### src/sfc_regs.svh
// Timing constants for the static memory host controller.
// Assumes a 10 MHz reference clock; all times in picoseconds.
`ifndef SFC_REGS_SVH
`define SFC_REGS_SVH
`define SFC_CLK_PERIOD_PS        100000
// Fast grade figures (ps)
`define SFC_ADDR_ACCESS_PS       45000
// Slow grade access, used so one build serves both grades
`define SFC_SLOW_ACCESS_PS       55000
`define SFC_STROBE_ACCESS_PS     22000
`define SFC_OUT_HOLD_PS          10000
`define SFC_FLOAT_PS             18000
`define SFC_WR_FLOAT_PS          20000
`define SFC_ADDR_SETUP_WEND_PS   40000
`define SFC_DATA_SETUP_WEND_PS   25000
`define SFC_BYTE_WEND_PS         40000
// Cycle counts, least times rounded up
`define SFC_CEIL(t) (((t) + `SFC_CLK_PERIOD_PS - 1) / `SFC_CLK_PERIOD_PS)
`define SFC_READ_CYC   `SFC_CEIL(`SFC_SLOW_ACCESS_PS)
`define SFC_FLOAT_CYC  `SFC_CEIL(`SFC_FLOAT_PS)
`define SFC_WRITE_CYC  `SFC_CEIL(`SFC_WR_FLOAT_PS + `SFC_DATA_SETUP_WEND_PS)
`endif

### src/sfc_pkg.sv
// Types for the static memory host controller.
// Assumes nothing beyond the timing header.
package sfc_pkg;
  typedef enum logic [4:0] {
    SFC_IDLE  = 5'b00001,
    SFC_READ  = 5'b00010,
    SFC_WSET  = 5'b00100,
    SFC_WRITE = 5'b01000,
    SFC_TURN  = 5'b10000
  } sfc_state_type;
endpackage

### src/sfc_ctrl.sv
// Host controller for an asynchronous 16-bit static memory with error flag.
// Assumes memory pins are resolved by the surroundings from the enables.
`include "sfc_regs.svh"
module sfc_ctrl
  import sfc_pkg::*;
#(
  parameter int ADDR_W    = 20,
  parameter int READ_CYC  = `SFC_READ_CYC,
  parameter int WRITE_CYC = `SFC_WRITE_CYC,
  parameter int FLOAT_CYC = `SFC_FLOAT_CYC
)(
  input  wire logic              REF_CLK,
  input  wire logic              RST,
  input  wire logic              CLK_EN,
  input  wire logic              REQ_VALID,
  input  wire logic              REQ_WRITE,
  input  wire logic [ADDR_W-1:0] REQ_ADDR,
  input  wire logic [15:0]       REQ_WDATA,
  input  wire logic [1:0]        REQ_BYTE_EN,
  output logic                   REQ_READY,
  output logic                   RSP_VALID,
  output logic [15:0]            RSP_RDATA,
  output logic                   RSP_ERR,
  output logic [ADDR_W-1:0]      MEM_ADDR,
  output logic                   MEM_CHIP_SELECT_LOW,
  output logic                   MEM_CHIP_SELECT_HIGH,
  output logic                   MEM_WRITE_N,
  output logic                   MEM_OUTPUT_N,
  output logic                   MEM_UPPER_BYTE_STROBE_N,
  output logic                   MEM_LOWER_BYTE_STROBE_N,
  input  wire logic [15:0]       MEM_DATA_IN,
  output logic [15:0]            MEM_DATA_OUT,
  output logic [15:0]            MEM_DATA_OE,
  input  wire logic              MEM_ERR_IN
);
  localparam int CNT_W = 8;

  sfc_state_type     state_r, state_nxt;
  logic [CNT_W-1:0]  cnt_r, cnt_nxt;
  logic [ADDR_W-1:0] addr_r, addr_nxt;
  logic [15:0]       wdata_r, wdata_nxt;
  logic [15:0]       oe_r, oe_nxt;
  logic [1:0]        be_r, be_nxt;
  logic              sel_r, sel_nxt;
  logic              we_n_r, we_n_nxt;
  logic              oe_n_r, oe_n_nxt;
  logic              ready_r, ready_nxt;
  logic              rvalid_r, rvalid_nxt;
  logic [15:0]       rdata_r, rdata_nxt;
  logic              err_r, err_nxt;
  logic [15:0]       din_s1_r, din_s2_r;
  logic              err_s1_r, err_s2_r;
  logic              sel_n_r, sel_n_nxt;
  logic [1:0]        be_n_r, be_n_nxt;
  logic [CNT_W-1:0]  wlow_r, wlow_nxt;
  logic [CNT_W-1:0]  rlow_r, rlow_nxt;

  function automatic logic [15:0] lane_mask(input logic [1:0] be);
    lane_mask = {{8{be[1]}}, {8{be[0]}}};
  endfunction

  function automatic logic [CNT_W-1:0] cnt_of(input int n);
    cnt_of = CNT_W'(n);
  endfunction

  always_ff @(posedge REF_CLK or posedge RST)
  begin
    if (RST)
    begin
      din_s1_r <= 16'h0000;
      din_s2_r <= 16'h0000;
      err_s1_r <= 1'b0;
      err_s2_r <= 1'b0;
    end
    else if (CLK_EN)
    begin
      din_s1_r <= MEM_DATA_IN;
      din_s2_r <= din_s1_r;
      err_s1_r <= MEM_ERR_IN;
      err_s2_r <= err_s1_r;
    end
  end

  always_comb
  begin
    state_nxt  = state_r;
    cnt_nxt    = cnt_r;
    addr_nxt   = addr_r;
    wdata_nxt  = wdata_r;
    oe_nxt     = oe_r;
    be_nxt     = be_r;
    sel_nxt    = sel_r;
    we_n_nxt   = we_n_r;
    oe_n_nxt   = oe_n_r;
    ready_nxt  = ready_r;
    rvalid_nxt = 1'b0;
    rdata_nxt  = rdata_r;
    err_nxt    = err_r;
    unique case (state_r)
      SFC_IDLE:
      begin
        if (!ready_r)
          ready_nxt = 1'b1;
        if (REQ_VALID && ready_r && (REQ_BYTE_EN != 2'b00))
        begin
          ready_nxt = 1'b0;
          addr_nxt  = REQ_ADDR;
          be_nxt    = REQ_BYTE_EN;
          wdata_nxt = REQ_WDATA;
          sel_nxt   = 1'b1;
          if (REQ_WRITE)
          begin
            state_nxt = SFC_WSET;
            oe_nxt    = lane_mask(REQ_BYTE_EN);
          end
          else
          begin
            // Extra two cycles cover the input synchroniser
            state_nxt = SFC_READ;
            oe_n_nxt  = 1'b0;
            cnt_nxt   = cnt_of(READ_CYC + 2);
          end
        end
      end
      SFC_READ:
      begin
        if (cnt_r == cnt_of(0))
        begin
          rdata_nxt  = din_s2_r & lane_mask(be_r);
          err_nxt    = err_s2_r;
          rvalid_nxt = 1'b1;
          oe_n_nxt   = 1'b1;
          sel_nxt    = 1'b0;
          be_nxt     = 2'b00;
          state_nxt  = SFC_TURN;
          cnt_nxt    = cnt_of(FLOAT_CYC);
        end
        else
          cnt_nxt = cnt_r - cnt_of(1);
      end
      SFC_WSET:
      begin
        we_n_nxt  = 1'b0;
        state_nxt = SFC_WRITE;
        cnt_nxt   = cnt_of(WRITE_CYC);
      end
      SFC_WRITE:
      begin
        if (cnt_r == cnt_of(1))
        begin
          we_n_nxt  = 1'b1;
          state_nxt = SFC_TURN;
          cnt_nxt   = cnt_of(1);
        end
        else
          cnt_nxt = cnt_r - cnt_of(1);
      end
      SFC_TURN:
      begin
        oe_nxt  = 16'h0000;
        sel_nxt = 1'b0;
        be_nxt  = 2'b00;
        if (cnt_r <= cnt_of(1))
        begin
          state_nxt = SFC_IDLE;
          ready_nxt = 1'b1;
          cnt_nxt   = cnt_of(0);
        end
        else
          cnt_nxt = cnt_r - cnt_of(1);
      end
    endcase
    // Active-low pins get their own flops
    sel_n_nxt = ~sel_nxt;
    be_n_nxt  = ~be_nxt;
  end

  // Strobe-low lengths, watched by the timing checks
  always_comb
  begin
    wlow_nxt = we_n_r ? cnt_of(0) : wlow_r + cnt_of(1);
    rlow_nxt = oe_n_r ? cnt_of(0) : rlow_r + cnt_of(1);
  end

  always_ff @(posedge REF_CLK or posedge RST)
  begin
    if (RST)
    begin
      wlow_r <= 8'h00;
      rlow_r <= 8'h00;
    end
    else if (CLK_EN)
    begin
      wlow_r <= wlow_nxt;
      rlow_r <= rlow_nxt;
    end
  end

  always_ff @(posedge REF_CLK or posedge RST)
  begin
    if (RST)
    begin
      state_r  <= SFC_IDLE;
      cnt_r    <= 8'h00;
      addr_r   <= '0;
      wdata_r  <= 16'h0000;
      oe_r     <= 16'h0000;
      be_r     <= 2'b00;
      sel_r    <= 1'b0;
      sel_n_r  <= 1'b1;
      be_n_r   <= 2'b11;
      we_n_r   <= 1'b1;
      oe_n_r   <= 1'b1;
      ready_r  <= 1'b0;
      rvalid_r <= 1'b0;
      rdata_r  <= 16'h0000;
      err_r    <= 1'b0;
    end
    else if (CLK_EN)
    begin
      state_r  <= state_nxt;
      cnt_r    <= cnt_nxt;
      addr_r   <= addr_nxt;
      wdata_r  <= wdata_nxt;
      oe_r     <= oe_nxt;
      be_r     <= be_nxt;
      sel_r    <= sel_nxt;
      sel_n_r  <= sel_n_nxt;
      be_n_r   <= be_n_nxt;
      we_n_r   <= we_n_nxt;
      oe_n_r   <= oe_n_nxt;
      ready_r  <= ready_nxt;
      rvalid_r <= rvalid_nxt;
      rdata_r  <= rdata_nxt;
      err_r    <= err_nxt;
    end
  end

  assign REQ_READY               = ready_r;
  assign RSP_VALID               = rvalid_r;
  assign RSP_RDATA               = rdata_r;
  assign RSP_ERR                 = err_r;
  assign MEM_ADDR                = addr_r;
  assign MEM_CHIP_SELECT_LOW     = sel_n_r;
  assign MEM_CHIP_SELECT_HIGH    = sel_r;
  assign MEM_WRITE_N             = we_n_r;
  assign MEM_OUTPUT_N            = oe_n_r;
  assign MEM_UPPER_BYTE_STROBE_N = be_n_r[1];
  assign MEM_LOWER_BYTE_STROBE_N = be_n_r[0];
  assign MEM_DATA_OUT            = wdata_r;
  assign MEM_DATA_OE             = oe_r;
endmodule

### config.mk
export PLATFORM = sky130hd
export DESIGN_NAME = sfc_ctrl
export DESIGN_NICKNAME = d
export VERILOG_FILES = /design/src/sfc_pkg.sv /design/src/sfc_ctrl.sv
export VERILOG_INCLUDE_DIRS = /design/src
export SDC_FILE = /design/constraint.sdc
export NUM_CORES = 1
export LEC_CHECK = 0
export ABC_AREA = 1
export BUFFER_PORTS_ARGS = -buffer_cell sky130_fd_sc_hd__buf_2
export CAP_MARGIN = 15
export CORE_ASPECT_RATIO = 0.7
export CORE_MARGIN = 1.5
export CORE_UTILIZATION = 52
export CTS_CLUSTER_DIAMETER = 150
export DETAILED_ROUTE_END_ITERATION = 6
export GPL_TIMING_DRIVEN = 0
export PLACE_DENSITY = 0.78
export SYNTH_ARGS = -nofsm -noshare
export SYNTH_HDL_FRONTEND = slang
export SYNTH_SLANG_ARGS = --single-unit
### constraint.sdc
create_clock -name REF_CLK -period 5.1 [get_ports REF_CLK]
set_clock_uncertainty 0.15 [all_clocks]
set_input_delay 1.02 -clock REF_CLK [delete_from_list [all_inputs] [get_ports REF_CLK]]
set_output_delay 1.02 -clock REF_CLK [all_outputs]
set_load 0.01 [all_outputs]
==> results of run 1 <==
[power breakdown]
| group | total [W] | internal (W) | switching, W |
|---|---|---|---|
| registers | 0.00131 | 0.00115 | 0.000168 |
| logic | 0.00117 | 0.000542 | 0.000627 |
| clock network | 0.000718 | 0.000395 | 0.000323 |
[layer usage]
metal	vias up	track usage, %	part of all wire [%]
li1	1859	-	-
met1	1746	30.71	46
met2	163	36.36	45
met3	13	7.880	8.2
met4	0	7.035	1.3
met5	-	0	0
[sequential cells by signal (all words and copies together) (netlist names)]
signal                count
RSP_VALID                 1
RSP_RDATA                16
MEM_DATA_OE               2
MEM_CHIP_SELECT_HIGH      1
REQ_READY                 1
RSP_ERR                   1
MEM_CHIP_SELECT_LOW       1
MEM_ADDR                 20
din_s2_r                 16
cnt_r                     8
err_s2_r                  1
MEM_WRITE_N               1
MEM_OUTPUT_N              1
be_n_r                    2
MEM_DATA_OUT             16
err_s1_r                  1
state_r                   5
be_r                      2
din_s1_r                 16
[synth_stat cells]
library cell               instances  area share, %
sky130_fd_sc_hd__nor2_8            1           0.40
sky130_fd_sc_hd__nand3b_2          1           0.23
sky130_fd_sc_hd__dfstp_2           6            3.2
sky130_fd_sc_hd__dfrtp_1         106             53
sky130_fd_sc_hd__clkbuf_1          9           0.68
sky130_fd_sc_hd__clkinv_1          1          0.075
sky130_fd_sc_hd__a21oi_1           5           0.50
sky130_fd_sc_hd__o21bai_1          2           0.30
sky130_fd_sc_hd__inv_2             1          0.075
sky130_fd_sc_hd__ha_1              3           0.76
sky130_fd_sc_hd__nand2_1         146             11
sky130_fd_sc_hd__nor3_1            1           0.10
sky130_fd_sc_hd__nand3_2           2           0.40
sky130_fd_sc_hd__o21ai_0          29            2.9
sky130_fd_sc_hd__nand2_2           1           0.13
sky130_fd_sc_hd__nor2_1           30            2.3
sky130_fd_sc_hd__o31ai_1          17            2.6
sky130_fd_sc_hd__inv_1            48            3.6
sky130_fd_sc_hd__buf_4            14            2.1
sky130_fd_sc_hd__mux2_4           29            8.8
sky130_fd_sc_hd__a21boi_0          1           0.15
sky130_fd_sc_hd__buf_6             3           0.68
sky130_fd_sc_hd__mux2_2            7            1.6
sky130_fd_sc_hd__nor2_2            1           0.13
sky130_fd_sc_hd__buf_2             3           0.30
sky130_fd_sc_hd__o211ai_1          1           0.15
sky130_fd_sc_hd__o21ai_2           1           0.18
sky130_fd_sc_hd__nor2_4            2           0.45
sky130_fd_sc_hd__nand3b_1          1           0.15
sky130_fd_sc_hd__nand4_1           3           0.38
sky130_fd_sc_hd__xor2_1            1           0.18
sky130_fd_sc_hd__or2_2             1           0.13
sky130_fd_sc_hd__nand3_1          16            1.6
sky130_fd_sc_hd__a31oi_1           1           0.13
sky130_fd_sc_hd__nand3_4           1           0.35
[worst reg2reg max path, stage by stage (launching register included)]
cell and delay (ns):
sky130_fd_sc_hd__dfrtp_1 0.43, sky130_fd_sc_hd__inv_1 0.14, sky130_fd_sc_hd__ha_1 0.16, sky130_fd_sc_hd__nand2_1 0.06, sky130_fd_sc_hd__nor2_2 0.20, sky130_fd_sc_hd__nand3_2 0.23
sky130_fd_sc_hd__clkbuf_1 0.34, sky130_fd_sc_hd__nand2_1 0.15, sky130_fd_sc_hd__o31ai_1 0.07
[metrics by stage]
| step | utilization, % | std cells |
|---|---|---|
| finish | 66.85 | 771 |
| global route | 66.85 | 771 |
| CTS | 66.85 | 771 |
| detailed placement | 63.53 | 755 |
| global placement | 63.20 | 754 |
| floorplan | - | 495 |
[cell type report]
cell class	instances	area [um^2]	share of cell area, %
flip-flops and latches	112	2810	45.79
plain buffers	29	187.7	3.058
repair buffers	136	703.2	11.46
clock buffers	10	239.0	3.894
inverters	50	190.2	3.099
multi-input cells	304	1785	29.09
clock inverters	6	66.31	1.081
well taps	124	155.1	2.528
[cells by family after synthesis]
family                     after synthesis  synth area share (%)
buffers and inverters                   79                 7.551
xor gates and xnor gates                 1                0.1762
muxes                                   36                 10.34
adders and majority gates                3                0.7552
AOI/OAI and AO/OA                       57                 6.897
DFF                                    112                 56.53
and+or+nand+nor                        207                 17.75
[final timing paths]
kind / from / end / slack, ns
hold reg to reg: MEM_CHIP_SELECT_LOW$_DFFE_PP1P_ / MEM_CHIP_SELECT_LOW$_DFFE_PP1P_ / 0.32
setup / recovery: MEM_DATA_OE[14]$_DFFE_PP0P_ / MEM_DATA_OE[13] / 2.82
min in group asynchronous: RST / MEM_DATA_OUT[3]$_DFFE_PP0P_ / 0.60
max in group asynchronous: RST / be_n_r[0]$_DFFE_PP1P_ / 3.43
setup reg to reg: cnt_r[0]$_DFFE_PP0P_ / RSP_RDATA[4]$_DFFE_PP0P_ / 3.06
hold / removal: MEM_CHIP_SELECT_LOW$_DFFE_PP1P_ / MEM_CHIP_SELECT_LOW$_DFFE_PP1P_ / 0.32
==> impl_metrics.ini, run 1 <==
[status]
run_status = complete, no violations

[synthesis]
synth.net_count = 558
syn_area_um2 = 4971
synthCells = 495
yosys_register_bits = 112
ys_warn_count = 0
post_synth_num_cell_types = 35
post_syn_area_per_cell_um2 = 10.04
synth.yosys.seq_area_share_pct = 56.53

[clock_network]
postCtsResizedCells = 0
cts-hold-fix-buffers = 0
ctsRootBufferMaster = sky130_fd_sc_hd__clkbuf_16
cts_inserted_buffers = 9
clk_pin_slew_worst_paths_ns = 0.07
cts-htree-levels = 3
tritoncts = yes
clockBufferDepth = 2
clock_sink_count = 112
number_of_setup_buffers_added_after_cts = 0
insertion_delay_to_the_later_sink_of_the_worst_skew_pair_ns = 0.35

[timing]
totalNegativeSetupSlack_ns = 0
unrepaired_setup_endpoints_after_global_routing = false
timing.max_slew.rel_slack_pct = 60.83
post-route-worst-setup-slack_ns = 2.825
final-hold-violation-count = 0
tightest_slew_ns = 0.5875
max_clock_freq_mhz = 439.5
final.hold.worst_slack_ns = 0.3204
period_minus_slack_ns = 2.275
setup_violations = 0
period_share_pct = 44.61
slew_violations = 0

[setup_path]
timing.critical_path.depth = 2
cpPeakStageDelay_ns = 0.47
critical_path.startpoint_type = register
crit_required_ns = 3.93
setup.worst_path.class = register to primary output
crit_slowest_cell = sky130_fd_sc_hd__dfrtp_1
crit_fanout = 9
path_buf_inv = 2
r2r.worst_path.cells = 8
crit_arrival_ns = 1.11
cell_by_cell_trace_of_the_critical_path = buf_4 > buf_2
critPathTopFamily = flip-flops
critical_path.endpoint_type = primary output

[floorplanning]
initial_core_util_pct = 54.15
core_area_um2 = 9180
rows = 29
ioPinCount = 137
die_h_um = 84.81
die-width_um = 119.9
die_area_um2 = 10160

[placed_design]
port_buffers = 135
place_hpwl_um = 7962
gp_congestion = 0.8085
placedInstanceArea_um2 = 5832
place_ws_ns = 2.511

[layout]
layout_common_cells = sky130_fd_sc_hd__nand2_1 (146), sky130_fd_sc_hd__buf_2 (138), sky130_fd_sc_hd__dfrtp_1 (106)
fillerInstances = 737
number_of_diodes = 0
areaGrowthSynthToFinish_pct = 23.46
layout-drive-gt1-share_pct = 35.09
final_cell_area_excluding_filler_cells_um2 = 6137
layout.cells.most_common = sky130_fd_sc_hd__nand2_1
nets = 705

[routing]
route.antenna.remaining_nets = 0
drtIter0Drc = 271
routed-via-count = 3781
drt_drc_violations_left = 0
post_drt_via_cell_ratio = 4.904
drt-wirelength-per-cell_um = 14.19
drt_wl_total_um = 10940
drt_pre_antenna_iters = 4

[global_routing]
wire_length_of_the_first_global_routing_pass_um = 18340
via_count_of_the_first_global_routing_pass = 3795
grt-ovfl-total = 0
maximum_number_of_pins_on_one_net_before_global_route_repair = 68
groute.usage.overall_pct = 23.14
number_of_antenna_violations_at_the_first_check_in_global_routing = 0

[pwr]
totalPowerFinal_w = 0.003202
cellPowerDensity_nw_per_um2 = 521.7
power.static_leakage_nw = 3.487
power.ir.vdd_worst_mv = 0.2756

[hold_path]
hold_path_class = register to register
worst_hold_path.num_cells = 2

[job]
max-cap-violations = 0
Note: power is estimated with default switching activity, not from simulation.
==> run 2, diff against run 1 <==
- clock period: 5.1 -> 2.3 ns (I/O delays scaled with it)
==> impl_metrics.ini, run 2 (same netlist as run 1, synthesis figures left out) <==
[status]
run_status = complete, no violations

[clock_network]
cts-htree-levels = 3
cts_inserted_buffers = 9
clock_sink_count = 112
clockBufferDepth = 2
insertion_delay_to_the_later_sink_of_the_worst_skew_pair_ns = 0.34
clk_pin_slew_worst_paths_ns = 0.07
number_of_setup_buffers_added_after_cts = 0
tritoncts = yes
ctsRootBufferMaster = sky130_fd_sc_hd__clkbuf_16

[setup_path]
crit_required_ns = 2.38
path_buf_inv = 2
cell_by_cell_trace_of_the_critical_path = inv_1 > ha_1 > nand2_1 > nor2_2 > nand3_2 > clkbuf_1 > nand2_1 > o31ai_1
regToRegEndpoint = RSP_RDATA[4]$_DFFE_PP0P_
crit_arrival_ns = 2.06
setup.worst_path.class = register to register
crit_fanout = 10
r2r_start = cnt_r[0]$_DFFE_PP0P_
r2r.worst_path.cells = 8
critical_path.startpoint_type = register
cpPeakStageDelay_ns = 0.43
startpoint = cnt_r[0]$_DFFE_PP0P_
critical_path.endpoint_type = register
endpoint = RSP_RDATA[4]$_DFFE_PP0P_
timing.critical_path.mode_cell = sky130_fd_sc_hd__nand2_1
timing.reg2reg.setup_slack_ns = 0.32
crit_slowest_cell = sky130_fd_sc_hd__dfrtp_1
critPathTopFamily = simple AND/OR/NAND/NOR gates
timing.critical_path.depth = 8

[floorplanning]
die_h_um = 84.81
core_area_um2 = 9180
die_area_um2 = 10160
initial_core_util_pct = 54.15
ioPinCount = 137
rows = 29
die-width_um = 119.9

[routing]
drt_wl_total_um = 10910
routed-via-count = 3833
drt_drc_violations_left = 0
route.antenna.remaining_nets = 0
post_drt_via_cell_ratio = 4.959
drtIter0Drc = 150
drt_pre_antenna_iters = 5
drt-wirelength-per-cell_um = 14.11

[placed_design]
placedInstanceArea_um2 = 5866
port_buffers = 135
gp_congestion = 0.8235
place_hpwl_um = 8098
place_ws_ns = 0.3095

[layout]
nets = 708
final_cell_area_excluding_filler_cells_um2 = 6138
post-route-util_pct = 66.87
layout.cells.most_common = sky130_fd_sc_hd__nand2_1
areaGrowthSynthToFinish_pct = 23.48
number_of_diodes = 0
largest_reg_flops = 20
layout_common_cells = sky130_fd_sc_hd__nand2_1 (146), sky130_fd_sc_hd__buf_2 (138), sky130_fd_sc_hd__dfrtp_1 (106)
layout-drive-gt1-share_pct = 34.98

[hold_path]
hold_path_class = input port to register

[timing]
tightest_slew_ns = 0.5452
period_share_pct = 86.18
period_minus_slack_ns = 1.982
final-hold-violation-count = 0
setup_violations = 0
totalNegativeSetupSlack_ns = 0
post-route-worst-setup-slack_ns = 0.3178
timing.max_slew.rel_slack_pct = 63.66
max_clock_freq_mhz = 504.5
slew_violations = 0
unrepaired_setup_endpoints_after_global_routing = false

[global_routing]
number_of_antenna_violations_at_the_first_check_in_global_routing = 0
grt-ovfl-total = 0
maximum_number_of_pins_on_one_net_before_global_route_repair = 44
via_count_of_the_first_global_routing_pass = 3906
wire_length_of_the_first_global_routing_pass_um = 18110
groute.usage.overall_pct = 22.95

[pwr]
totalPowerFinal_w = 0.006923
power.static_leakage_nw = 3.486
cellPowerDensity_nw_per_um2 = 1128
power.ir.vdd_worst_mv = 0.7724

[job]
max-cap-violations = 0
==> run 2: cell types whose count changed in the layout (fill, tap and decap cells not counted), sizes merged <==
| cell | before | now |
|---|---|---|
| bufinv | 1 | 0 |
| buf | 156 | 158 |
| clkinv | 2 | 3 |
| dlygate4sd3 | 0 | 1 |
| inv | 50 | 49 |
==> run 2: where the power goes <==
part	switching, W	internal [W]
combinational	0.00138	0.00121
sequential	0.000375	0.00254
clock	0.000691	0.000730
total	0.00244	0.00448
==> run 2: through the flow <==
step / hold slack [ns] / instances
floorplan: 0.2922 / 495
global placement: 0.3050 / 754
detailed placement: 0.2466 / 757
CTS: 0.1501 / 773
global route: 0.1615 / 773
finish: 0.1614 / 773
==> run 2: worst register-to-register path, delay by kind of cell, from the launching register on <==
| kind | cells | cell delay, ns |
|---|---|---|
| compound gates | 1 | 0.08 |
| fa+ha+maj | 1 | 0.15 |
| buf+inv | 2 | 0.45 |
| flops | 1 | 0.43 |
| simple gates | 4 | 0.61 |
==> run 2: how the worst min path moves through the flow <==
stage	from	end	cells past startpoint
floorplan	din_s1_r[0]$_DFFE_PP0P_	din_s1_r[0]$_DFFE_PP0P_	2
CTS	MEM_DATA_IN[3]	din_s1_r[3]$_DFFE_PP0P_	3
finish	MEM_DATA_IN[3]	din_s1_r[3]$_DFFE_PP0P_	3
global route	MEM_DATA_IN[4]	din_s1_r[4]$_DFFE_PP0P_	3
global placement	din_s1_r[15]$_DFFE_PP0P_	din_s1_r[15]$_DFFE_PP0P_	2
detailed placement	RST	MEM_DATA_OUT[5]$_DFFE_PP0P_	2
==> run 2: area by class of cell <==
type | count | area (um^2)
buffer | 29 | 187.7
clock buffer | 10 | 229.0
inverter | 50 | 191.4
sequential | 112 | 2810
fill | 737 | 3042
timing repair buffer | 139 | 745.7
clock inverter | 5 | 33.78
tap | 124 | 155.1
multi-input combinational | 304 | 1785
==> run 2: repair_timing <==
item	CTS	global route
hold buffers	1	0
hold endpoints to repair	7	0
resized for setup	0	0
==> run 2: per-layer routing <==
layer	global-route usage, %	up-vias	wire length (um)
met1	30.29	1790	4907
met3	7.269	20	829
met5	0	-	0
met4	8.117	0	231
met2	36.15	152	4938
li1	-	1871	-
